===== src/design/lcf_pkg.sv =====
package lcf_pkg;

  // ----------------------------------------------------------------
  // Register map
  // ----------------------------------------------------------------
  localparam int ADDR_W = 3;
  localparam int DATA_W = 16;
  localparam logic [2:0] OFF_STATUS = 3'h0;
  localparam logic [2:0] OFF_QUEUE = 3'h1;
  localparam logic [2:0] OFF_T200 = 3'h2;
  localparam logic [2:0] OFF_SIZE = 3'h3;
  localparam logic [2:0] OFF_POOL = 3'h4;

  // ----------------------------------------------------------------
  // Field positions
  // ----------------------------------------------------------------
  localparam int XID_BIT = 10;
  localparam int INQ_BIT = 9;
  localparam int POLL_BIT = 8;
  localparam int UPPER_LO = 11;
  localparam int BR_LO = 4;
  localparam int QSEL_LO = 9;
  localparam int EMV_BIT = 15;

  // ----------------------------------------------------------------
  // Reset values and counts
  // ----------------------------------------------------------------
  localparam logic [15:0] RESET_WORD = 16'h0000;
  localparam int T200_UNIT_LOG2 = 20;
  localparam int unsigned T200_UNIT_CYCLES = 32'd1 << T200_UNIT_LOG2;
  localparam logic [15:0] MIN_FRAME_UNNUM = 16'h0005;
  localparam logic [15:0] MIN_FRAME_NUM = 16'h0006;
  localparam logic [15:0] MB_RESERVE = 16'h0002;

  typedef enum logic [3:0] {
    LS_UNINIT = 4'b0000,
    LS_ID_UNASSIGNED = 4'b0001,
    LS_EST_AWAIT_ID = 4'b0011,
    LS_ID_ASSIGNED = 4'b0100,
    LS_AWAIT_EST = 4'b0101,
    LS_AWAIT_REL = 4'b0110,
    LS_MF_NORMAL = 4'b1000,
    LS_MF_REJECT = 4'b1001,
    LS_MF_BUSY = 4'b1010,
    LS_TR_NORMAL = 4'b1100,
    LS_TR_REJECT = 4'b1101,
    LS_TR_BUSY = 4'b1110
  } lcf_link_state_t;

  typedef enum logic [1:0] {
    BR_NONE = 2'b00,
    BR_OWED = 2'b01,
    BR_SENT = 2'b10
  } lcf_busy_rej_t;

  typedef struct packed {
    logic [ADDR_W-1:0] addr;
    logic [DATA_W-1:0] wdata;
    logic wr;
    logic rd;
  } lcf_bus_req_t;

  typedef struct packed {
    logic xid_cmd_sent;
    logic xid_resp_rcvd;
    logic t203_poll_sent;
    logic inquiry_resp_rcvd;
    logic poll_cmd_sent;
    logic final_rcvd;
    logic i_discarded;
    logic rej_sent;
    logic state_wr;
    logic [3:0] state_val;
    logic ui_req;
    logic t200_start;
    logic t200_stop;
  } lcf_link_evt_t;

  typedef struct packed {
    logic start;
    logic byte_valid;
    logic is_info;
    logic end_flag;
    logic numbered;
    logic errored;
    logic [7:0] err_class;
  } lcf_rx_evt_t;

  typedef struct packed {
    logic [15:0] rdata;
    logic xid;
    logic inq;
    logic poll;
    logic [1:0] br;
    logic [3:0] lstate;
    logic [2:0] upper;
    logic [1:0] qsel;
    logic [8:0] t200_reload;
    logic [8:0] t200_val;
    logic [8:0] t200_cnt;
    logic [19:0] prescale;
    logic t200_run;
    logic t200_exp;
    logic [14:0] size_lim;
    logic [12:0] pool;
    logic errored_accept_bit;
    logic rej_req;
    logic ui_neg;
    logic ui_ok;
    logic st_refused;
    logic [15:0] rx_cnt;
    logic [15:0] dcnt;
    logic rx_keep;
    logic rx_long;
    logic rx_disc;
    logic rx_good;
    logic rx_buf_next;
    logic rx_err_acc;
    logic [15:0] tx_len;
  } lcf_state_t;

endpackage

===== src/design/lcf_link_context.sv =====
`timescale 1ns/1ps
// Functional notes
// - Bit 10 set after identification command, awaiting reply
// - Bit 9 set on T203 poll supervisory
// - Bit 8 set after poll command, awaiting final
// - Busy-reject field: none, owed, sent; never 11
// - Leaving busy state sends reject only if owed
// - Link state bits 3-0 use defined encodings
// - Undefined state codes refused from the engine; host status writes store any code
// - Unnumbered request while unassigned: negative confirm
// - Bits 10-9 select one of four queues
// - Nine-bit reload latched at next timer start
// - Each timer count is 2^20 clocks
// - Fifteen-bit size limit, zero blocks data except in multi buffer mode
// - Protocol: info limit, minimum 5 or 6
// - Single buffer: limit per buffer, minimum 5
// - Multi buffer: limit minus two, extra buffers
// - Short frames dropped, long frames flagged, truncated
// - Transmit length taken as given, unchecked
// - Thirteen-bit pool number indexes pool table
// - Errored frames accepted only with mask bit
module lcf_link_context
  import lcf_pkg::*;
#(
  parameter int unsigned PRESCALE_CYCLES = T200_UNIT_CYCLES
)
(
  input wire logic clock,
  input wire logic rst,
  input wire lcf_bus_req_t bus,
  input wire lcf_link_evt_t ev,
  input wire lcf_rx_evt_t rx,
  input wire logic nonprotocol_mode,
  input wire logic multibuffer_mode,
  input wire logic [7:0] protocol_error_mask,
  input wire logic [7:0] nonprotocol_error_mask,
  input wire logic tx_desc_load,
  input wire logic [15:0] tx_desc_len,
  output logic [15:0] rdata,
  output logic [3:0] link_state,
  output logic [1:0] tx_queue_sel,
  output logic t200_running,
  output logic t200_expired,
  output logic rej_request,
  output logic ui_accept,
  output logic ui_neg_confirm,
  output logic state_refused,
  output logic [12:0] rx_pool_index,
  output logic rx_byte_keep,
  output logic rx_long_frame,
  output logic rx_frame_discard,
  output logic rx_frame_good,
  output logic rx_buf_next,
  output logic rx_errored_accept,
  output logic [15:0] tx_len
);

  // ----------------------------------------------------------------
  // Helpers
  // ----------------------------------------------------------------
  function automatic logic state_defined(input logic [3:0] v);
    case (v)
      LS_ID_UNASSIGNED, LS_EST_AWAIT_ID, LS_ID_ASSIGNED, LS_AWAIT_EST,
      LS_AWAIT_REL, LS_MF_NORMAL, LS_MF_REJECT, LS_MF_BUSY,
      LS_TR_NORMAL, LS_TR_REJECT, LS_TR_BUSY: state_defined = 1'b1;
      default: state_defined = 1'b0;
    endcase
  endfunction

  function automatic logic state_busy(input logic [3:0] v);
    state_busy = (v == LS_MF_BUSY) || (v == LS_TR_BUSY);
  endfunction

  function automatic logic [15:0] status_word(input lcf_state_t s);
    status_word = {2'b00, s.upper, s.xid, s.inq, s.poll, 2'b00, s.br, s.lstate};
  endfunction

  function automatic logic [15:0] reg_read(input logic [2:0] a, input lcf_state_t s);
    case (a)
      OFF_STATUS: reg_read = status_word(s);
      OFF_QUEUE: reg_read = {5'h00, s.qsel, 9'h000};
      OFF_T200: reg_read = {7'h00, s.t200_reload};
      OFF_SIZE: reg_read = {1'b0, s.size_lim};
      OFF_POOL: reg_read = {s.errored_accept_bit, 2'b00, s.pool};
      default: reg_read = 16'h0000;
    endcase
  endfunction

  lcf_state_t st;
  lcf_state_t next_st;
  logic [15:0] next_min;
  logic [7:0] next_mask;
  logic next_leave_busy;

  // ----------------------------------------------------------------
  // Next-state logic
  // ----------------------------------------------------------------
  always_comb
  begin
    next_st = st;
    next_st.rdata = 16'h0000;
    next_st.t200_exp = 1'b0;
    next_st.rej_req = 1'b0;
    next_st.ui_neg = 1'b0;
    next_st.ui_ok = 1'b0;
    next_st.st_refused = 1'b0;
    next_st.rx_keep = 1'b0;
    next_st.rx_disc = 1'b0;
    next_st.rx_good = 1'b0;
    next_st.rx_buf_next = 1'b0;
    next_st.rx_err_acc = 1'b0;
    next_min = MIN_FRAME_UNNUM;
    next_mask = 8'h00;
    next_leave_busy = 1'b0;

    if (bus.rd)
      next_st.rdata = reg_read(bus.addr, st);

    // Host writes first; device events below override the same bits
    if (bus.wr)
    begin
      case (bus.addr)
        OFF_STATUS:
        begin
          next_st.upper = bus.wdata[UPPER_LO +: 3];
          next_st.xid = bus.wdata[XID_BIT];
          next_st.inq = bus.wdata[INQ_BIT];
          next_st.poll = bus.wdata[POLL_BIT];
          next_st.br = (bus.wdata[BR_LO +: 2] == 2'b11) ? BR_NONE : bus.wdata[BR_LO +: 2];
          next_st.lstate = bus.wdata[3:0];
        end
        OFF_QUEUE: next_st.qsel = bus.wdata[QSEL_LO +: 2];
        OFF_T200: next_st.t200_reload = bus.wdata[8:0];
        OFF_SIZE: next_st.size_lim = bus.wdata[14:0];
        OFF_POOL:
        begin
          next_st.pool = bus.wdata[12:0];
          next_st.errored_accept_bit = bus.wdata[EMV_BIT];
        end
        default: next_st.rdata = next_st.rdata;
      endcase
    end

    // Pending-response flags: set wins over clear
    if (ev.xid_resp_rcvd)
      next_st.xid = 1'b0;
    if (ev.xid_cmd_sent)
      next_st.xid = 1'b1;
    if (ev.inquiry_resp_rcvd)
      next_st.inq = 1'b0;
    if (ev.t203_poll_sent)
      next_st.inq = 1'b1;
    if (ev.final_rcvd)
      next_st.poll = 1'b0;
    if (ev.poll_cmd_sent || ev.t203_poll_sent)
      next_st.poll = 1'b1;

    // Link state updates from the protocol engine
    if (ev.state_wr)
    begin
      if (state_defined(ev.state_val))
      begin
        next_st.lstate = ev.state_val;
        next_leave_busy = state_busy(st.lstate) && !state_busy(ev.state_val);
      end
      else
        next_st.st_refused = 1'b1;
    end

    // Busy-reject tracking
    if (ev.i_discarded && state_busy(st.lstate) && st.br == BR_NONE)
      next_st.br = BR_OWED;
    if (ev.rej_sent)
      next_st.br = BR_SENT;
    if (next_leave_busy)
    begin
      next_st.rej_req = (st.br == BR_OWED);
      next_st.br = (st.br == BR_OWED) ? BR_SENT : BR_NONE;
    end

    // Unnumbered-information request; nothing is stored either way
    if (ev.ui_req)
    begin
      if (st.lstate == LS_ID_UNASSIGNED)
        next_st.ui_neg = 1'b1;
      else
        next_st.ui_ok = 1'b1;
    end

    // Acknowledgement timer: reload sampled only at start
    if (ev.t200_start)
    begin
      next_st.t200_val = st.t200_reload;
      next_st.t200_cnt = st.t200_reload;
      next_st.prescale = 20'h00000;
      next_st.t200_run = (st.t200_reload != 9'h000);
      next_st.t200_exp = (st.t200_reload == 9'h000);
    end
    else if (ev.t200_stop)
      next_st.t200_run = 1'b0;
    else if (st.t200_run)
    begin
      if (st.prescale == 20'(PRESCALE_CYCLES - 1))
      begin
        next_st.prescale = 20'h00000;
        if (st.t200_cnt == 9'h001)
        begin
          next_st.t200_exp = 1'b1;
          next_st.t200_run = 1'b0;
        end
        next_st.t200_cnt = st.t200_cnt - 9'h001;
      end
      else
        next_st.prescale = st.prescale + 20'h00001;
    end

    // Receive length checks
    if (nonprotocol_mode || !rx.numbered)
      next_min = MIN_FRAME_UNNUM;
    else
      next_min = MIN_FRAME_NUM;
    next_mask = nonprotocol_mode ? nonprotocol_error_mask : protocol_error_mask;

    if (rx.start)
    begin
      next_st.rx_cnt = 16'h0000;
      next_st.dcnt = 16'h0000;
      next_st.rx_long = 1'b0;
    end
    else if (rx.byte_valid)
    begin
      if (st.rx_cnt != 16'hffff)
        next_st.rx_cnt = st.rx_cnt + 16'h0001;
      if (!nonprotocol_mode)
      begin
        if (!rx.is_info)
          next_st.rx_keep = 1'b1;
        else if (st.dcnt < {1'b0, st.size_lim})
        begin
          next_st.rx_keep = 1'b1;
          next_st.dcnt = st.dcnt + 16'h0001;
        end
        else
          next_st.rx_long = 1'b1;
      end
      else if (!multibuffer_mode)
      begin
        if (st.dcnt < {1'b0, st.size_lim})
        begin
          next_st.rx_keep = 1'b1;
          next_st.dcnt = st.dcnt + 16'h0001;
        end
        else
          next_st.rx_long = 1'b1;
      end
      else
      begin
        // The last two bytes of a full buffer move on with this one
        next_st.rx_keep = 1'b1;
        if (st.dcnt == {1'b0, st.size_lim})
        begin
          next_st.rx_buf_next = 1'b1;
          next_st.dcnt = MB_RESERVE + 16'h0001;
        end
        else
          next_st.dcnt = st.dcnt + 16'h0001;
      end
    end
    else if (rx.end_flag)
    begin
      if (st.rx_cnt < next_min)
        next_st.rx_disc = 1'b1;
      else if (rx.errored)
      begin
        if (st.errored_accept_bit && ((rx.err_class & next_mask) != 8'h00))
        begin
          next_st.rx_err_acc = 1'b1;
          next_st.rx_good = 1'b1;
        end
        else
          next_st.rx_disc = 1'b1;
      end
      else
        next_st.rx_good = 1'b1;
    end

    if (tx_desc_load)
      next_st.tx_len = tx_desc_len;
  end

  // ----------------------------------------------------------------
  // State register
  // ----------------------------------------------------------------
  always_ff @(posedge clock or posedge rst)
  begin
    if (rst)
      st <= '0;
    else
      st <= next_st;
  end

  assign rdata = st.rdata;
  assign link_state = st.lstate;
  assign tx_queue_sel = st.qsel;
  assign t200_running = st.t200_run;
  assign t200_expired = st.t200_exp;
  assign rej_request = st.rej_req;
  assign ui_accept = st.ui_ok;
  assign ui_neg_confirm = st.ui_neg;
  assign state_refused = st.st_refused;
  assign rx_pool_index = st.pool;
  assign rx_byte_keep = st.rx_keep;
  assign rx_long_frame = st.rx_long;
  assign rx_frame_discard = st.rx_disc;
  assign rx_frame_good = st.rx_good;
  assign rx_buf_next = st.rx_buf_next;
  assign rx_errored_accept = st.rx_err_acc;
  assign tx_len = st.tx_len;

  // ----------------------------------------------------------------
  // Checks
  // ----------------------------------------------------------------
  logic [31:0] a_since;

  always_ff @(posedge clock or posedge rst)
  begin
    // Counts the running edges after the start edge, one per clock
    if (rst)
      a_since <= 32'h00000000;
    else if (ev.t200_start)
      a_since <= 32'h00000000;
    else if (st.t200_run)
      a_since <= a_since + 32'h00000001;
  end
endmodule


===== config.mk =====
export PLATFORM = sky130hd
export DESIGN_NAME = lcf_link_context
export DESIGN_NICKNAME = d
export VERILOG_FILES = /design/src/design/lcf_pkg.sv /design/src/design/lcf_link_context.sv
export SDC_FILE = /design/constraint.sdc
export NUM_CORES = 1
export LEC_CHECK = 0
export BUFFER_PORTS_ARGS = -buffer_cell sky130_fd_sc_hd__buf_2
export CAP_MARGIN = 40
export CORE_UTILIZATION = 60
export DETAILED_ROUTE_END_ITERATION = 10
export GPL_TIMING_DRIVEN = 0
export PLACE_DENSITY = 0.85
export SYNTH_ARGS = -nofsm -noshare
export SYNTH_HDL_FRONTEND = slang
export SYNTH_SLANG_ARGS = --single-unit

===== constraint.sdc =====
create_clock -name clock -period 11.4 [get_ports clock]
set_clock_uncertainty 0.05 [all_clocks]
set_input_delay 0.57 -clock clock [delete_from_list [all_inputs] [get_ports clock]]
set_output_delay 0.57 -clock clock [all_outputs]
set_load 0.005 [all_outputs]

==> flow_metrics.env <==
export IMPL_p_leak_uw=0.00479
export IMPL_ys_seq_elements=157
export IMPL_yosysUniqueCellTypes=77
export IMPL_synthTopCellsByCount="dfrtp_1 (157), nor2_1 (72), mux2_2 (64), nand2_1 (63), buf_4 (54)"
export IMPL_grt_start_max_net_pins=84
export IMPL_drive_gt1_frac=0.321
export IMPL_row_count=43
export IMPL_slew_headroom=0.449
export IMPL_insertion_delay_ps=420
export IMPL_grt_pass1_vias=6611
export IMPL_worstMarginPinSlew_ps=822
export IMPL_cts_tree="done"
export IMPL_drv_cap=0
export IMPL_yosys_warnings=0
export IMPL_grt_pass1_wl_mm=31.9
export IMPL_cts_inserted_buffers=17
export IMPL_yosysMostFrequentCell="dfrtp_1"
export IMPL_drt_initial_drc_count=585
export IMPL_hold_path_class="in2async"
export IMPL_syn_inst=833
export IMPL_async_flop_share=1.00
export IMPL_fillers=957
export IMPL_fin_area_um2=10100
export IMPL_power_uw=1460
export IMPL_netlist_area_um2=8500
export IMPL_finalSetupViolCount=0
export IMPL_n_antenna_cell=0
export IMPL_cts_reportedPaths_clkPinSlew_ps=60
export IMPL_synth_edf_count=0
export IMPL_drtPass1Iterations=5
export IMPL_worstPathRequired_ps=11650
export IMPL_grt_overflow=0
export IMPL_cp_max_fo=7
export IMPL_muxShareOfSynthArea=0.102
export IMPL_ant_nets=0
export IMPL_coreArea_um2=13800
export IMPL_grt_total_usage=0.281
export IMPL_place_area_um2=9490
export IMPL_routed_wl_mm=19.5
export IMPL_cpPeakStageDelay_ps=460
export IMPL_dpl_hpwl_mm=14.1
export IMPL_wl_per_cell_um=16.3
export IMPL_synth_largest_area_cell="dfrtp_1"
export IMPL_start_util=0.615
export IMPL_dieArea_um2=14600
export IMPL_synthFlopType="dfrtp_1"
export IMPL_hold_viol=0
export IMPL_synth_nets=942
export IMPL_timing_worst_setup_path_type="reg2reg"
export IMPL_num_vias=6975
export IMPL_post_cts_setup_buffer_count=0
export IMPL_ys_seq_area_frac=0.462
export IMPL_fp_dieW_um=121
export IMPL_port_buffers=146
export IMPL_cts_buffer_depth=2
export IMPL_die_y_um=121
export IMPL_ir_drop_uv=107
export IMPL_fin_crit_sh=0.223
export IMPL_htree_levels=4
export IMPL_p_per_area_nw_per_um2=145
export IMPL_synth_area_top_cells="dfrtp_1 (46%), mux2_2 (8.5%), buf_4 (4.8%)"
export IMPL_crit_chain="ha_1 -> nand4_1 -> nor4_4 -> nor2_1 -> a41oi_4 -> nor2_2 -> a221o_1"
export IMPL_cp_top_family="simple AND/OR/NAND/NOR gates"
export IMPL_synth_avg_cell_area_um2=10.2
export IMPL_hold_buffers=0
export IMPL_io_pins=151
export IMPL_synth_top_family_by_area="simple AND/OR/NAND/NOR gates"
export IMPL_worst_path_buf_inv=0
export IMPL_fin_crit_ps=2540
export IMPL_synth_fa_ha_area_frac=0.0309
export IMPL_synthSimpleGateAreaFrac=0.174
export IMPL_status="completed"
export IMPL_nNetsFinal=1108
export IMPL_max_freq_mhz=393
export IMPL_end_kind="flop"
export IMPL_critical_path_arrival_ps=2790
export IMPL_cts_sinks=157
export IMPL_synth_xor_area_frac=0.0258
export IMPL_start_kind="flop"
export IMPL_cts_root_buf="clkbuf_16"
export IMPL_cp_slowest_cell="nor4_4"
export IMPL_drv_slew=0
export IMPL_ctsResizeCount=0
export IMPL_synth_top_cell_area_share=0.462
export IMPL_rsz0062_at_grt="no"
export IMPL_area_delta_synth_final_pct=18.3
export IMPL_fin_tns_setup_ps=0
export IMPL_synth_compound_area_frac=0.127
export IMPL_r2r_setup_slack_ps=8860
export IMPL_viasPerCell=5.85
export IMPL_antenna_found_initial=0
export IMPL_drc_errors=0
export IMPL_place_gp_congestion=0.853
## metrics by stage
| stage | setup slack (ps) | cells | hold WS, ps | utilization |
|---|---|---|---|---|
| after floorplan | 6550 | 833 | 396 | - |
| after global routing | 8680 | 1192 | 261 | 0.727 |
| after CTS | 8830 | 1192 | 234 | 0.727 |
| final | 8860 | 1192 | 186 | 0.727 |
| after detailed placement | 8850 | 1160 | 413 | 0.686 |
| after global placement | 4900 | 1159 | 409 | 0.684 |
## final timing paths
check | end | depth (start not counted) | start
min in group clock | st[145]$_DFFE_PP0P_ | 2 | ev[8]
min reg2reg | st[139]$_DFFE_PP0P_ | 2 | st[139]$_DFFE_PP0P_
min | tx_len[12]$_DFFE_PP0P_ | 2 | rst
max in group asynchronous | st[110]$_DFFE_PP0P_ | 3 | rst
max | st[24]$_DFFE_PP0P_ | 7 | st[31]$_DFFE_PP0P_
max reg2reg | st[24]$_DFFE_PP0P_ | 7 | st[31]$_DFFE_PP0P_
## flip-flops by register name, indices dropped and copies added (netlist names)
| signal | cells |
|---|---|
| st | 94 |
| rdata | 16 |
| tx_len | 16 |
| rx_pool_index | 13 |
| link_state | 4 |
| tx_queue_sel | 2 |
| rej_request | 1 |
| rx_buf_next | 1 |
| rx_byte_keep | 1 |
| rx_errored_accept | 1 |
| rx_frame_discard | 1 |
| rx_frame_good | 1 |
| rx_long_frame | 1 |
| state_refused | 1 |
| t200_expired | 1 |
| t200_running | 1 |
| ui_accept | 1 |
| ui_neg_confirm | 1 |
## worst reg2reg max path: cells and delay by family (launching register included)
family	cells	cell delay [ps]
compound gates	2	630
fa+ha+maj	1	330
flops	1	450
simple gates	4	970
## layout by cell type (no fill, tap or decap), types with 21 or more instances in the layout
| cell | count |
|---|---|
| a21oi_1 | 34 |
| buf_2 | 151 |
| buf_4 | 54 |
| clkbuf_1 | 22 |
| dfrtp_1 | 157 |
| ha_1 | 21 |
| inv_1 | 29 |
| mux2_2 | 64 |
| nand2_1 | 63 |
| nand3_1 | 24 |
| nor2_1 | 72 |
| nor3_1 | 24 |
| o21ai_0 | 30 |
## layout make-up
| type | instances | area, um2 | area share |
|---|---|---|---|
| flip-flops and latches | 157 | 3930 | 0.391 |
| inverters | 30 | 118 | 0.0117 |
| plain buffers | 86 | 548 | 0.0545 |
| clock buffers | 20 | 457 | 0.0454 |
| repair buffers | 147 | 758 | 0.0754 |
| clock inverters | 12 | 110 | 0.0109 |
| well taps | 180 | 225 | 0.0224 |
| multi-input cells | 560 | 3910 | 0.389 |
## per-layer routing
layer,GRT usage,wire (um)
met1,0.366,8350
met2,0.458,9470
met3,0.0606,1260
met4,0.109,401
met5,0,0
## kinds of logic (layout without fill, tap and decap cells)
family / Yosys count / count (layout)
fa+ha+maj: 21 / 21
flops: 157 / 157
compound gates: 152 / 152
simple gates: 283 / 283
xor+xnor: 25 / 25
mux: 79 / 79
buf+inv: 116 / 295
## power breakdown
group | switching, uW | internal, uW | total [uW]
registers | 53.4 | 612 | 666
logic | 119 | 128 | 247
clock network | 231 | 314 | 544
Note: power is estimated with default switching activity, not from simulation.
